File: src/design/owdl_pkg.sv
// Purpose: constants for the one-wire debug link control and status block
// Assumes: byte-wide register port, offsets as printed
// Notes: revision value is arbitrary
// Operation
// - pulse event output for each rising edge inside a received sync character
// - link logic keeps running in sleep; enabled link requests system clock
// - clock request bit holds clock when 1, set on enable, cleared on disable
// - sleeping flag reads 1 in idle or deeper sleep, else 0
// - upper nibble of first status register holds read-only revision
// - error signature loads on link error, clears when debugger reads it
// - error codes: 1 parity,2 frame,3 timeout,4 clock recovery,6 bus,7 contention
// - gap enable inserts two idle bits between transmitted load bytes
// - parity check off ignores parity bit and reports no parity errors
// - time-out flagged after 65536 link cycles without access-layer response
// - response signature off suppresses all response signatures
// - guard time on rx-to-tx: code 0 is 128 cycles, halving to 2 at code 6
// - negative ack off suppresses reset nack; contention check off disables detection
// - link disable turns link off, drops clock request, clears config and keys
// - user row key flag set on decode; debugger writes it to end session
// - programming key clears when programming starts; erase key clears on reset request
// - writing 0x59 asserts system reset, any other value clears it
// - clock choice 1:16MHz 2:8MHz 3:4MHz, default 3 after reset and enable
// - user row done starts flash copy, writable only after user row key decode
// - system reset active reads 1 during any system reset, clears on read
// - locked flag resets to 1, clears after erase; start flag shows ready
// - memory check status one-hot: 0 off,1 busy,2 pass,4 fail
package owdl_pkg;
    // ----------------------------------------
    // register offsets
    // ----------------------------------------
    localparam logic [3:0] OFS_REV_STATUS = 4'h0;
    localparam logic [3:0] OFS_ERR_STATUS = 4'h1;
    localparam logic [3:0] OFS_CTRL_PRI = 4'h2;
    localparam logic [3:0] OFS_CTRL_SEC = 4'h3;
    localparam logic [3:0] OFS_KEY_STATUS = 4'h7;
    localparam logic [3:0] OFS_RESET_REQ = 4'h8;
    localparam logic [3:0] OFS_CLK_SEL = 4'h9;
    localparam logic [3:0] OFS_SYS_CTRL = 4'hA;
    localparam logic [3:0] OFS_SYS_STATUS = 4'hB;
    localparam logic [3:0] OFS_CRC_STATUS = 4'hC;
    // ----------------------------------------
    // field positions
    // ----------------------------------------
    localparam int BIT_GAP_EN = 7;
    localparam int BIT_PARITY_OFF = 5;
    localparam int BIT_TIMEOUT_OFF = 4;
    localparam int BIT_RESP_OFF = 3;
    localparam int BIT_NACK_OFF = 4;
    localparam int BIT_CONT_OFF = 3;
    localparam int BIT_LINK_DIS = 2;
    localparam int BIT_UROW_KEY = 5;
    localparam int BIT_PROG_KEY = 4;
    localparam int BIT_ERASE_KEY = 3;
    localparam int BIT_UROW_DONE = 1;
    localparam int BIT_CLK_REQ = 0;
    // ----------------------------------------
    // reset values and codes
    // ----------------------------------------
    localparam logic [3:0] REVISION_DEFAULT = 4'h2; // arbitrary value
    localparam logic [1:0] CLK_SEL_RESET = 2'h3;
    localparam logic [7:0] RESET_CODE = 8'h59;
    localparam logic [2:0] ERR_NONE = 3'h0;
    localparam logic [2:0] ERR_PARITY = 3'h1;
    localparam logic [2:0] ERR_FRAME = 3'h2;
    localparam logic [2:0] ERR_TIMEOUT = 3'h3;
    localparam logic [2:0] ERR_CLOCK = 3'h4;
    localparam logic [2:0] ERR_BUS = 3'h6;
    localparam logic [2:0] ERR_CONTENTION = 3'h7;
    localparam logic [2:0] CRC_OFF = 3'h0;
    localparam logic [2:0] CRC_BUSY = 3'h1;
    localparam logic [2:0] CRC_PASS = 3'h2;
    localparam logic [2:0] CRC_FAIL = 3'h4;
    // ----------------------------------------
    // timing counts
    // ----------------------------------------
    localparam int TIMEOUT_CYCLES = 65536;
    localparam logic [7:0] GUARD_MAX = 8'h80;
    localparam logic [2:0] GUARD_MAX_CODE = 3'h6;
    localparam logic [1:0] GAP_BITS = 2'h2;
endpackage : owdl_pkg
File: src/design/owdl_ctrl.sv
// Purpose: control and status registers of the one-wire debug link
// Assumes: clock is the link domain clock; register port byte wide
// Notes: inputs synchronous; all outputs registered
`timescale 1ns/1ns
module owdl_ctrl #(
    parameter int TIMEOUT_LIMIT = owdl_pkg::TIMEOUT_CYCLES
) (
    input wire logic clock,
    input wire logic rst,
    input wire logic link_enable,
    input wire logic reg_wr,
    input wire logic reg_rd,
    input wire logic [3:0] reg_addr,
    input wire logic [7:0] reg_wdata,
    output logic [7:0] reg_rdata,
    input wire logic sync_rise,
    input wire logic err_parity,
    input wire logic err_frame,
    input wire logic err_clock,
    input wire logic err_bus,
    input wire logic err_contention,
    input wire logic access_wait,
    input wire logic access_resp,
    input wire logic rx_to_tx,
    input wire logic byte_sent,
    input wire logic key_urow_ok,
    input wire logic key_prog_ok,
    input wire logic key_erase_ok,
    input wire logic prog_started,
    input wire logic sys_sleeping,
    input wire logic sys_in_reset,
    input wire logic sys_locked,
    input wire logic urow_ready,
    input wire logic [2:0] crc_state,
    output logic sync_character_event,
    output logic system_clock_request,
    output logic system_reset_out,
    output logic user_row_copy,
    output logic tx_hold,
    output logic timeout_flag,
    output logic [1:0] link_clock_choice,
    output logic parity_check_off,
    output logic response_signature_off,
    output logic negative_ack_off,
    output logic contention_check_off,
    output logic inter_byte_gap_enable,
    output logic link_active
);
    // ----------------------------------------
    // state
    // ----------------------------------------
    typedef enum logic [2:0] {
        ST_OFF = 3'b001,
        ST_ON = 3'b010,
        ST_GAP = 3'b100
    } owdl_mode_t;

    typedef struct packed {
        owdl_mode_t mode;
        logic [7:0] ctrl_pri;
        logic [7:0] ctrl_sec;
        logic [2:0] err_sig;
        logic urow_key;
        logic prog_key;
        logic erase_key;
        logic [7:0] reset_req;
        logic [1:0] clk_sel;
        logic clk_req;
        logic urow_done;
        logic rst_seen;
        logic [16:0] tmo_cnt;
        logic [7:0] guard_cnt;
        logic [1:0] gap_cnt;
        logic [7:0] rdata;
        logic sync_ev;
        logic tmo;
    } owdl_state_t;

    owdl_state_t s_r;
    owdl_state_t s_nxt;

    // ----------------------------------------
    // helpers
    // ----------------------------------------
    function automatic logic [7:0] owdl_guard(input logic [2:0] code);
        owdl_guard = owdl_pkg::GUARD_MAX >> code;
    endfunction : owdl_guard

    function automatic logic owdl_hit(input logic [3:0] a, input logic [3:0] ofs);
        owdl_hit = (a == ofs);
    endfunction : owdl_hit

    logic [7:0] sys_status;
    assign sys_status = {2'h0, s_r.rst_seen | sys_in_reset, sys_sleeping,
                         s_r.prog_key == 1'b0 && prog_started, urow_ready, 1'b0, sys_locked};

    // ----------------------------------------
    // next state
    // ----------------------------------------
    always_comb begin
        s_nxt = s_r;
        s_nxt.sync_ev = sync_rise && s_r.mode != ST_OFF;
        s_nxt.tmo = 1'b0;
        if (sys_in_reset || system_reset_out) begin
            s_nxt.rst_seen = 1'b1;
        end
        // error capture
        if (err_contention && !s_r.ctrl_sec[owdl_pkg::BIT_CONT_OFF]) begin
            s_nxt.err_sig = owdl_pkg::ERR_CONTENTION;
        end else if (err_bus) begin
            s_nxt.err_sig = owdl_pkg::ERR_BUS;
        end else if (err_clock) begin
            s_nxt.err_sig = owdl_pkg::ERR_CLOCK;
        end else if (err_frame) begin
            s_nxt.err_sig = owdl_pkg::ERR_FRAME;
        end else if (err_parity && !s_r.ctrl_pri[owdl_pkg::BIT_PARITY_OFF]) begin
            s_nxt.err_sig = owdl_pkg::ERR_PARITY;
        end else if (reg_rd && owdl_hit(reg_addr, owdl_pkg::OFS_ERR_STATUS)) begin
            s_nxt.err_sig = owdl_pkg::ERR_NONE;
        end
        // time-out watch
        if (access_resp || !access_wait || s_r.ctrl_pri[owdl_pkg::BIT_TIMEOUT_OFF]) begin
            s_nxt.tmo_cnt = '0;
        end else if (s_r.tmo_cnt == 17'(TIMEOUT_LIMIT - 1)) begin
            s_nxt.tmo_cnt = '0;
            s_nxt.tmo = 1'b1;
            s_nxt.err_sig = owdl_pkg::ERR_TIMEOUT;
        end else begin
            s_nxt.tmo_cnt = s_r.tmo_cnt + 17'h00001;
        end
        // guard time
        if (rx_to_tx) begin
            s_nxt.guard_cnt = owdl_guard(s_r.ctrl_pri[2:0] > owdl_pkg::GUARD_MAX_CODE ?
                                         owdl_pkg::GUARD_MAX_CODE : s_r.ctrl_pri[2:0]);
        end else if (s_r.guard_cnt != 8'h00) begin
            s_nxt.guard_cnt = s_r.guard_cnt - 8'h01;
        end
        // keys: set wins over clear
        if (key_prog_ok) begin
            s_nxt.prog_key = 1'b1;
        end else if (prog_started) begin
            s_nxt.prog_key = 1'b0;
        end
        if (key_erase_ok) begin
            s_nxt.erase_key = 1'b1;
        end else if (reg_wr && owdl_hit(reg_addr, owdl_pkg::OFS_RESET_REQ)
                     && reg_wdata == owdl_pkg::RESET_CODE) begin
            s_nxt.erase_key = 1'b0;
        end
        if (key_urow_ok) begin
            s_nxt.urow_key = 1'b1;
        end else if (reg_wr && owdl_hit(reg_addr, owdl_pkg::OFS_KEY_STATUS)
                     && reg_wdata[owdl_pkg::BIT_UROW_KEY]) begin
            s_nxt.urow_key = 1'b0;
        end
        s_nxt.urow_done = 1'b0;
        // register writes
        if (reg_wr) begin
            case (reg_addr)
                owdl_pkg::OFS_CTRL_PRI: s_nxt.ctrl_pri = reg_wdata & 8'hBF;
                owdl_pkg::OFS_CTRL_SEC: s_nxt.ctrl_sec = reg_wdata & 8'h1C;
                owdl_pkg::OFS_RESET_REQ: s_nxt.reset_req = reg_wdata;
                owdl_pkg::OFS_CLK_SEL: begin
                    if (reg_wdata[1:0] != 2'h0) begin
                        s_nxt.clk_sel = reg_wdata[1:0];
                    end
                end
                owdl_pkg::OFS_SYS_CTRL: begin
                    s_nxt.clk_req = reg_wdata[owdl_pkg::BIT_CLK_REQ];
                    s_nxt.urow_done = reg_wdata[owdl_pkg::BIT_UROW_DONE] && s_r.urow_key;
                end
                default: begin
                end
            endcase
        end
        // register reads
        s_nxt.rdata = 8'h00;
        if (reg_rd) begin
            case (reg_addr)
                owdl_pkg::OFS_REV_STATUS: s_nxt.rdata = {owdl_pkg::REVISION_DEFAULT, 4'h0};
                owdl_pkg::OFS_ERR_STATUS: s_nxt.rdata = {5'h00, s_r.err_sig};
                owdl_pkg::OFS_CTRL_PRI: s_nxt.rdata = s_r.ctrl_pri;
                owdl_pkg::OFS_CTRL_SEC: s_nxt.rdata = s_r.ctrl_sec;
                owdl_pkg::OFS_KEY_STATUS: s_nxt.rdata = {2'h0, s_r.urow_key, s_r.prog_key,
                                                         s_r.erase_key, 3'h0};
                owdl_pkg::OFS_RESET_REQ: s_nxt.rdata = s_r.reset_req;
                owdl_pkg::OFS_CLK_SEL: s_nxt.rdata = {6'h00, s_r.clk_sel};
                owdl_pkg::OFS_SYS_CTRL: s_nxt.rdata = {7'h00, s_r.clk_req};
                owdl_pkg::OFS_SYS_STATUS: begin
                    s_nxt.rdata = sys_status;
                    if (!(sys_in_reset || system_reset_out)) begin
                        s_nxt.rst_seen = 1'b0;
                    end
                end
                owdl_pkg::OFS_CRC_STATUS: s_nxt.rdata = {5'h00, crc_state};
                default: s_nxt.rdata = 8'h00;
            endcase
        end
        // link mode: enable and transmit gap
        case (s_r.mode)
            ST_OFF: begin
                if (link_enable) begin
                    s_nxt.mode = ST_ON;
                    s_nxt.clk_req = 1'b1;
                    s_nxt.clk_sel = owdl_pkg::CLK_SEL_RESET;
                end
            end
            ST_ON: begin
                if (byte_sent && s_r.ctrl_pri[owdl_pkg::BIT_GAP_EN]) begin
                    s_nxt.mode = ST_GAP;
                    s_nxt.gap_cnt = owdl_pkg::GAP_BITS;
                end
            end
            ST_GAP: begin
                s_nxt.gap_cnt = s_r.gap_cnt - 2'h1;
                if (s_r.gap_cnt == 2'h1) begin
                    s_nxt.mode = ST_ON;
                end
            end
            default: s_nxt.mode = ST_OFF;
        endcase
        // disable resets mode, config, clock request, keys, guard and time-out counters, not the error signature or the system reset request
        if (s_r.ctrl_sec[owdl_pkg::BIT_LINK_DIS] || !link_enable) begin
            s_nxt.mode = ST_OFF;
            s_nxt.ctrl_pri = 8'h00;
            s_nxt.ctrl_sec = 8'h00;
            s_nxt.ctrl_sec[owdl_pkg::BIT_LINK_DIS] = link_enable
                && s_r.ctrl_sec[owdl_pkg::BIT_LINK_DIS];
            s_nxt.clk_req = 1'b0;
            s_nxt.urow_key = 1'b0;
            s_nxt.prog_key = 1'b0;
            s_nxt.erase_key = 1'b0;
            s_nxt.clk_sel = owdl_pkg::CLK_SEL_RESET;
            s_nxt.guard_cnt = 8'h00;
            s_nxt.tmo_cnt = '0;
        end
    end

    // ----------------------------------------
    // registers
    // ----------------------------------------
    always_ff @(posedge clock) begin
        if (rst) begin
            s_r <= '{mode: ST_OFF, clk_sel: owdl_pkg::CLK_SEL_RESET, default: '0};
        end else begin
            s_r <= s_nxt;
        end
    end

    // ----------------------------------------
    // outputs from flops
    // ----------------------------------------
    always_ff @(posedge clock) begin
        if (rst) begin
            system_reset_out <= 1'b0;
            tx_hold <= 1'b0;
        end else begin
            system_reset_out <= s_nxt.reset_req == owdl_pkg::RESET_CODE;
            tx_hold <= s_nxt.guard_cnt != 8'h00 || s_nxt.mode == ST_GAP;
        end
    end

    assign reg_rdata = s_r.rdata;
    assign sync_character_event = s_r.sync_ev;
    assign system_clock_request = s_r.clk_req;
    assign user_row_copy = s_r.urow_done;
    assign timeout_flag = s_r.tmo;
    assign link_clock_choice = s_r.clk_sel;
    assign parity_check_off = s_r.ctrl_pri[owdl_pkg::BIT_PARITY_OFF];
    assign response_signature_off = s_r.ctrl_pri[owdl_pkg::BIT_RESP_OFF];
    assign negative_ack_off = s_r.ctrl_sec[owdl_pkg::BIT_NACK_OFF];
    assign contention_check_off = s_r.ctrl_sec[owdl_pkg::BIT_CONT_OFF];
    assign inter_byte_gap_enable = s_r.ctrl_pri[owdl_pkg::BIT_GAP_EN];
    assign link_active = s_r.mode != ST_OFF;
endmodule : owdl_ctrl

File: config.mk
export PLATFORM = sky130hd
export DESIGN_NAME = owdl_ctrl
export DESIGN_NICKNAME = d
export VERILOG_FILES = /design/src/design/owdl_pkg.sv /design/src/design/owdl_ctrl.sv
export SDC_FILE = /design/constraint.sdc
export NUM_CORES = 1
export LEC_CHECK = 0
export BUFFER_PORTS_ARGS = -buffer_cell sky130_fd_sc_hd__buf_2
export CORE_ASPECT_RATIO = 0.9
export CORE_MARGIN = 2
export CORE_UTILIZATION = 45
export DETAILED_ROUTE_END_ITERATION = 6
export PLACE_DENSITY = 0.69
export SETUP_SLACK_MARGIN = 0.05
export SYNTH_ARGS = -nofsm -noshare
export SYNTH_HDL_FRONTEND = slang
export SYNTH_SLANG_ARGS = --single-unit
File: constraint.sdc
create_clock -name clock -period 2.5 [get_ports clock]
set_clock_uncertainty 0.05 [all_clocks]
set_input_delay 0.25 -clock clock [delete_from_list [all_inputs] [get_ports clock]]
set_output_delay 0.25 -clock clock [all_outputs]
set_load 0.01 [all_outputs]
Word level (Yosys, flattened, before mapping) --
Index checks and enable logic that the tools add are counted.
Cells by class: equal/unequal tests 19, bitwise logic cells 5, add/subtract/negate cells 3, multiplexer cells 41, shifts and indexed selects 1, $lt $le $gt $ge 1, reduce and logical (&&, ||, !) cells 40
Operators by type and width (count):
- 8-bit one-hot mux with 10 select lines | 1
- 3-bit two-way mux | 14
- 8-bit two-way mux | 5
- 4-bit equality test (second input constant) | 5
- 19-bit two-way mux | 1
- 17-bit by 1-bit adder with 17-bit output (second input constant) | 1
- 17-bit by 16-bit equality test with 1-bit output (second input constant) | 1
- 8-bit by 7-bit equality test with 1-bit output (second input constant) | 2
- 16-bit two-way mux | 1
- 8-bit nonzero test | 2
- 2-bit nonzero test | 7
- 1-bit logical AND | 12
- 12-bit two-way mux | 1
- 1-bit two-way mux | 11
- 3-bit one-hot mux with 3 select lines | 1
- 4-bit by 2-bit equality test with 1-bit output (second input constant) | 2
- 2-bit two-way mux | 4
- 2-bit AND reduction | 4
- 8-bit by 3-bit >> shifter with 8-bit output (first input constant) | 1
- 8-bit by 1-bit subtractor with 8-bit output (second input constant) | 1
- 3-bit equality test (second input constant) | 2
- 2-bit OR reduction | 3
- 1-bit logical OR | 5
- 5-bit two-way mux | 1
- 16 further kinds | 22
Word-level totals: bits of input ports 38, word-level logic and storage cells 131, flip-flop bits (word level) 71, output and inout bits 22

Logic depth before layout (Yosys ltp) --
word-level depth 10, depth in mapped cells 8, gate-level depth less buffers 7

Worst setup path before layout --
OpenSTA, ideal clock, no wires.
path type register to register, start point reg s_r[22] (netlist name), end point reg s_r[26] (netlist name), path buffers 2, data required time 2.322 ns, stages on the path, launching flop included 9, library setup time 0.128 ns, data arrival time 1.755 ns, clock period less this slack 1.933 ns, setup slack 0.567 ns, cells stage by stage dfxtp_1 > and4_1 > nand4_1 > nor2_1 > ha_1 > or3b_1 > clkbuf_1 > clkbuf_1 > nor2_1
On the way: longest elaborated chain between the ends 2, elaborated cells between the ends (all ways) 3, classes of those cells add/sub: 1; eq/ne: 1; reduce/logical: 1
Ends and longest elaborated chain:
- start: declaration | line owdl_ctrl.sv:79 | owdl_state_t s_r;
- start signal: assignment | line owdl_ctrl.sv:246 | s_r <= s_nxt;
- branches (longest 2 deep; another with 17-bit by 1-bit adder with 17-bit output)
Parallel ways; which one is timed is not known. A chain may end at the register's enable or synchronous reset.

Worst setup path after layout --
start point reg s_r[12] (netlist name), end point reg tx_hold
On the way: longest elaborated chain between the ends 6, elaborated cells between the ends (all ways) 7, classes of those cells add/sub: 1; mux: 3; reduce/logical: 3
Ends and longest elaborated chain:
- 8-bit by 1-bit subtractor with 8-bit output or 8-bit nonzero test (tied branches) | line owdl_ctrl.sv:136, owdl_ctrl.sv:135
- 8-bit two-way mux * | line owdl_ctrl.sv:135 | end else if (s_r.guard_cnt != 8'h00) begin
- 8-bit two-way mux * | line owdl_ctrl.sv:132 | if (rx_to_tx) begin
- 8-bit two-way mux * | line owdl_ctrl.sv:223 | if (s_r.ctrl_sec[owdl_pkg::BIT_LINK_DIS] || !link_enable) begin
- 8-bit nonzero test * | line owdl_ctrl.sv:259 | tx_hold <= s_nxt.guard_cnt != 8'h00 || s_nxt.mode == ST_GAP;
- 1-bit logical OR * | line owdl_ctrl.sv:259
- end signal: assignment | line owdl_ctrl.sv:256 | tx_hold <= 1'b0;
- end signal: assignment | line owdl_ctrl.sv:259
- end: declaration | line owdl_ctrl.sv:39 | output logic tx_hold,
Mark *: on every way between the ends. The rest lies on a longest branch, timed or not.

==> flow_summary.json <==
{
  "max_slew_margin_pct": 57.1,
  "drive_gt1_share_pct": 18.4,
  "drt_drc_violations_left": 0,
  "hold_start": "key_urow_ok",
  "ys.flop_type": "dfxtp_1",
  "post_cts.repair.setup_buffers": 0,
  "fillers": 739,
  "yosys.area.top_type": "dfxtp_1",
  "cts_sinks": 71,
  "whs_path_depth": 3,
  "coreArea_mm2": 0.00754,
  "clkLatencyLatePin_ps": 340,
  "placedCellCount": 553,
  "timing_hold_violations_final": 0,
  "post-route-period-util_pct": 82.1,
  "io_pins": 60,
  "vias": 3173,
  "mostFrequentLayoutCell": "dfxtp_1",
  "syn_nets": 470,
  "path_max_fanout": 5,
  "die_h_um": 87.6,
  "reg2reg_to": "tx_hold$_SDFF_PP0_",
  "timing.fmax_ghz": 0.487,
  "area_delta_synth_final_pct": 12.7,
  "path_clk_slew_ps": 80,
  "first_pass_iters": 5,
  "final_cell_mix": "dfxtp_1, buf_2, nand2_1",
  "hpwl_um": 6150,
  "antenna_found_initial": 0,
  "rrSetupSlack_ps": 450,
  "ctsHoldBuffers": 0,
  "tightest_slew_ps": 638,
  "globalplace.congestion": 0.898,
  "slew_violations": 0,
  "htree_levels": 3,
  "viasPerCell": 5.58,
  "synth_cell_type_count": 57,
  "reg2reg_depth": 7,
  "synth_enable_flop_cells": 0,
  "cp-end-kind": "register",
  "status": "completed",
  "hold_path.class": "primary input to register",
  "syn_area_mm2": 0.00349,
  "crit_slowest_cell": "nor3b_1",
  "diodes": 0,
  "drt_iter0_markers": 237,
  "regArea_mm2": 0.00142,
  "crit_type": "register to register",
  "holdPathEnd": "s_r[52]$_SDFFE_PP0P_",
  "route.final.wire_length_um": 8460,
  "power.density_mw_per_mm2": 598,
  "required_ps": 2720,
  "yosysSeqAreaShare_pct": 40.7,
  "netlist_top_cells_area": "dfxtp_1, a21oi_1, nand2_1",
  "synth_top_area_share_pct": 40.7,
  "root_buffer": "clkbuf_8",
  "timing.setup.tns_ps": 0,
  "fp.dieW_um": 96.9,
  "initial_core_util_pct": 46.3,
  "port_buffers": 59,
  "die-area_mm2": 0.00849,
  "timing.final.crit_period_ps": 2050,
  "synth-async-reset-ratio_pct": 0,
  "numCtsBuffers": 9,
  "drv_cap": 0,
  "tritoncts": "built",
  "utilization_pct": 52.2,
  "grt_pass1_wl_um": 13900,
  "finalPower_mw": 2.36,
  "rsz0062_at_grt": "no",
  "synth-warning-count": 0,
  "dpl-instance-area_mm2": 0.00374,
  "r2r_start": "s_r[12]$_SDFF_PP0_",
  "arrival_ps": 2280,
  "postSynthCellCount": 427,
  "grt_max_degree": 26,
  "cts_resized": 0,
  "rows": 30,
  "setup_viol": 0,
  "grt_usage_pct": 20.3,
  "design_area_mm2": 0.00394,
  "finalNetCount": 511,
  "start_kind": "register",
  "p_leak_nw": 1.47,
  "grt_overflow_total": 0,
  "ant_nets": 0,
  "vdd_ir_drop_max_mv": 0.359,
  "slowest_delay_ps": 450,
  "syn_avg_cell_area_um2": 8.18,
  "grt_pass1_vias": 2877,
  "cts_max_path_buffers": 2,
  "crit_chain": "inv_1 -> ha_1 -> nor3b_1 -> a211oi_1 -> or3_1 -> and4b_2 -> a31oi_1",
  "multiInputGateArea_mm2": 0.00182,
  "synth-seq-cells": 71,
  "wire_per_inst_um": 14.9,
  "stdcell_count": 569
}
Yosys cell counts (8+ instances only):
library cell and number:
nor2_1 50, o21ai_0 9, nor2b_1 10, nand3_1 17
xor2_1 10, dfxtp_1 71, nor3b_1 8, inv_1 14
buf_4 10, a21oi_1 40, nor3_1 8, clkbuf_1 17
nand2_1 51
worst max-delay path, delay by kind of cell (launching register included):
family	cells	cell delay (ps)
AO/OA/AOI/OAI	2	280
adder cells (fa/ha/maj)	1	180
buffers and inverters	1	140
flip-flops	1	330
AND/OR/NAND/NOR	3	1010
metrics by stage:
stage | hold WS, ps | worst slack [ps]
2_1_floorplan | 317 | 567
3_3_place_gp | 376 | 517
3_5_place_dp | 382 | 482
4_1_cts | 52.7 | 467
5_1_grt | 48.5 | 261
6_report | 59.9 | 448
report_power, final:
group | internal (mW) | switching [mW] | leakage [nW] | total, mW
sequential | 1.15 | 0.0207 | 0.575 | 1.17
combinational | 0.112 | 0.154 | 0.798 | 0.266
clock | 0.486 | 0.431 | 0.0916 | 0.917
total | 1.75 | 0.606 | 1.47 | 2.36
metal layers:
layer	up-vias	GRT usage [%]	part of all wire, %
met5	-	0	0
met2	108	31.3	45
li1	1575	-	-
met3	5	7.18	7.7
met1	1485	27.5	47
met4	0	4.87	0.64
logic make-up after synthesis:
| kind of cell | Yosys count | share of synthesized area (%) |
|---|---|---|
| and+or+nand+nor | 193 | 28.1 |
| muxes | 9 | 2.65 |
| buffers and inverters | 47 | 7.20 |
| adders and majority gates | 5 | 1.79 |
| xor gates and xnor gates | 16 | 4.01 |
| AOI/OAI and AO/OA | 86 | 15.6 |
| DFF | 71 | 40.7 |
registers in the layout, summed over array words and instances, names as in the netlist:
| register | flops |
|---|---|
| tx_hold | 1 |
| response_signature_off | 1 |
| inter_byte_gap_enable | 1 |
| system_reset_out | 1 |
| system_clock_request | 1 |
| sync_character_event | 1 |
| user_row_copy | 1 |
| timeout_flag | 1 |
| negative_ack_off | 1 |
| link_clock_choice | 2 |
| parity_check_off | 1 |
| s_r | 50 |
| reg_rdata | 8 |
| contention_check_off | 1 |
area by class of cell:
cell class,count,area share (%)
inverter,14,1.33
clock inverter,5,1.46
multi-input combinational,309,46.2
clock buffer,11,3.59
sequential,71,36.1
timing repair buffer,63,8.26
tap,96,3.05
worst max-delay path by stage:
stage                         end  cells past startpoint                from  slack (ps)
2_1_floorplan  s_r[26]$_SDFF_PP0_                      8  s_r[22]$_SDFF_PP0_         570
3_3_place_gp   tx_hold$_SDFF_PP0_                      7  s_r[12]$_SDFF_PP0_         520
3_5_place_dp   s_r[35]$_SDFF_PP0_                      6  s_r[20]$_SDFF_PP0_         480
4_1_cts        tx_hold$_SDFF_PP0_                      7  s_r[12]$_SDFF_PP0_         470
5_1_grt        tx_hold$_SDFF_PP0_                      7  s_r[12]$_SDFF_PP0_         260
6_report       tx_hold$_SDFF_PP0_                      7  s_r[12]$_SDFF_PP0_         450
No activity file was read; power rests on OpenSTA's default activity.
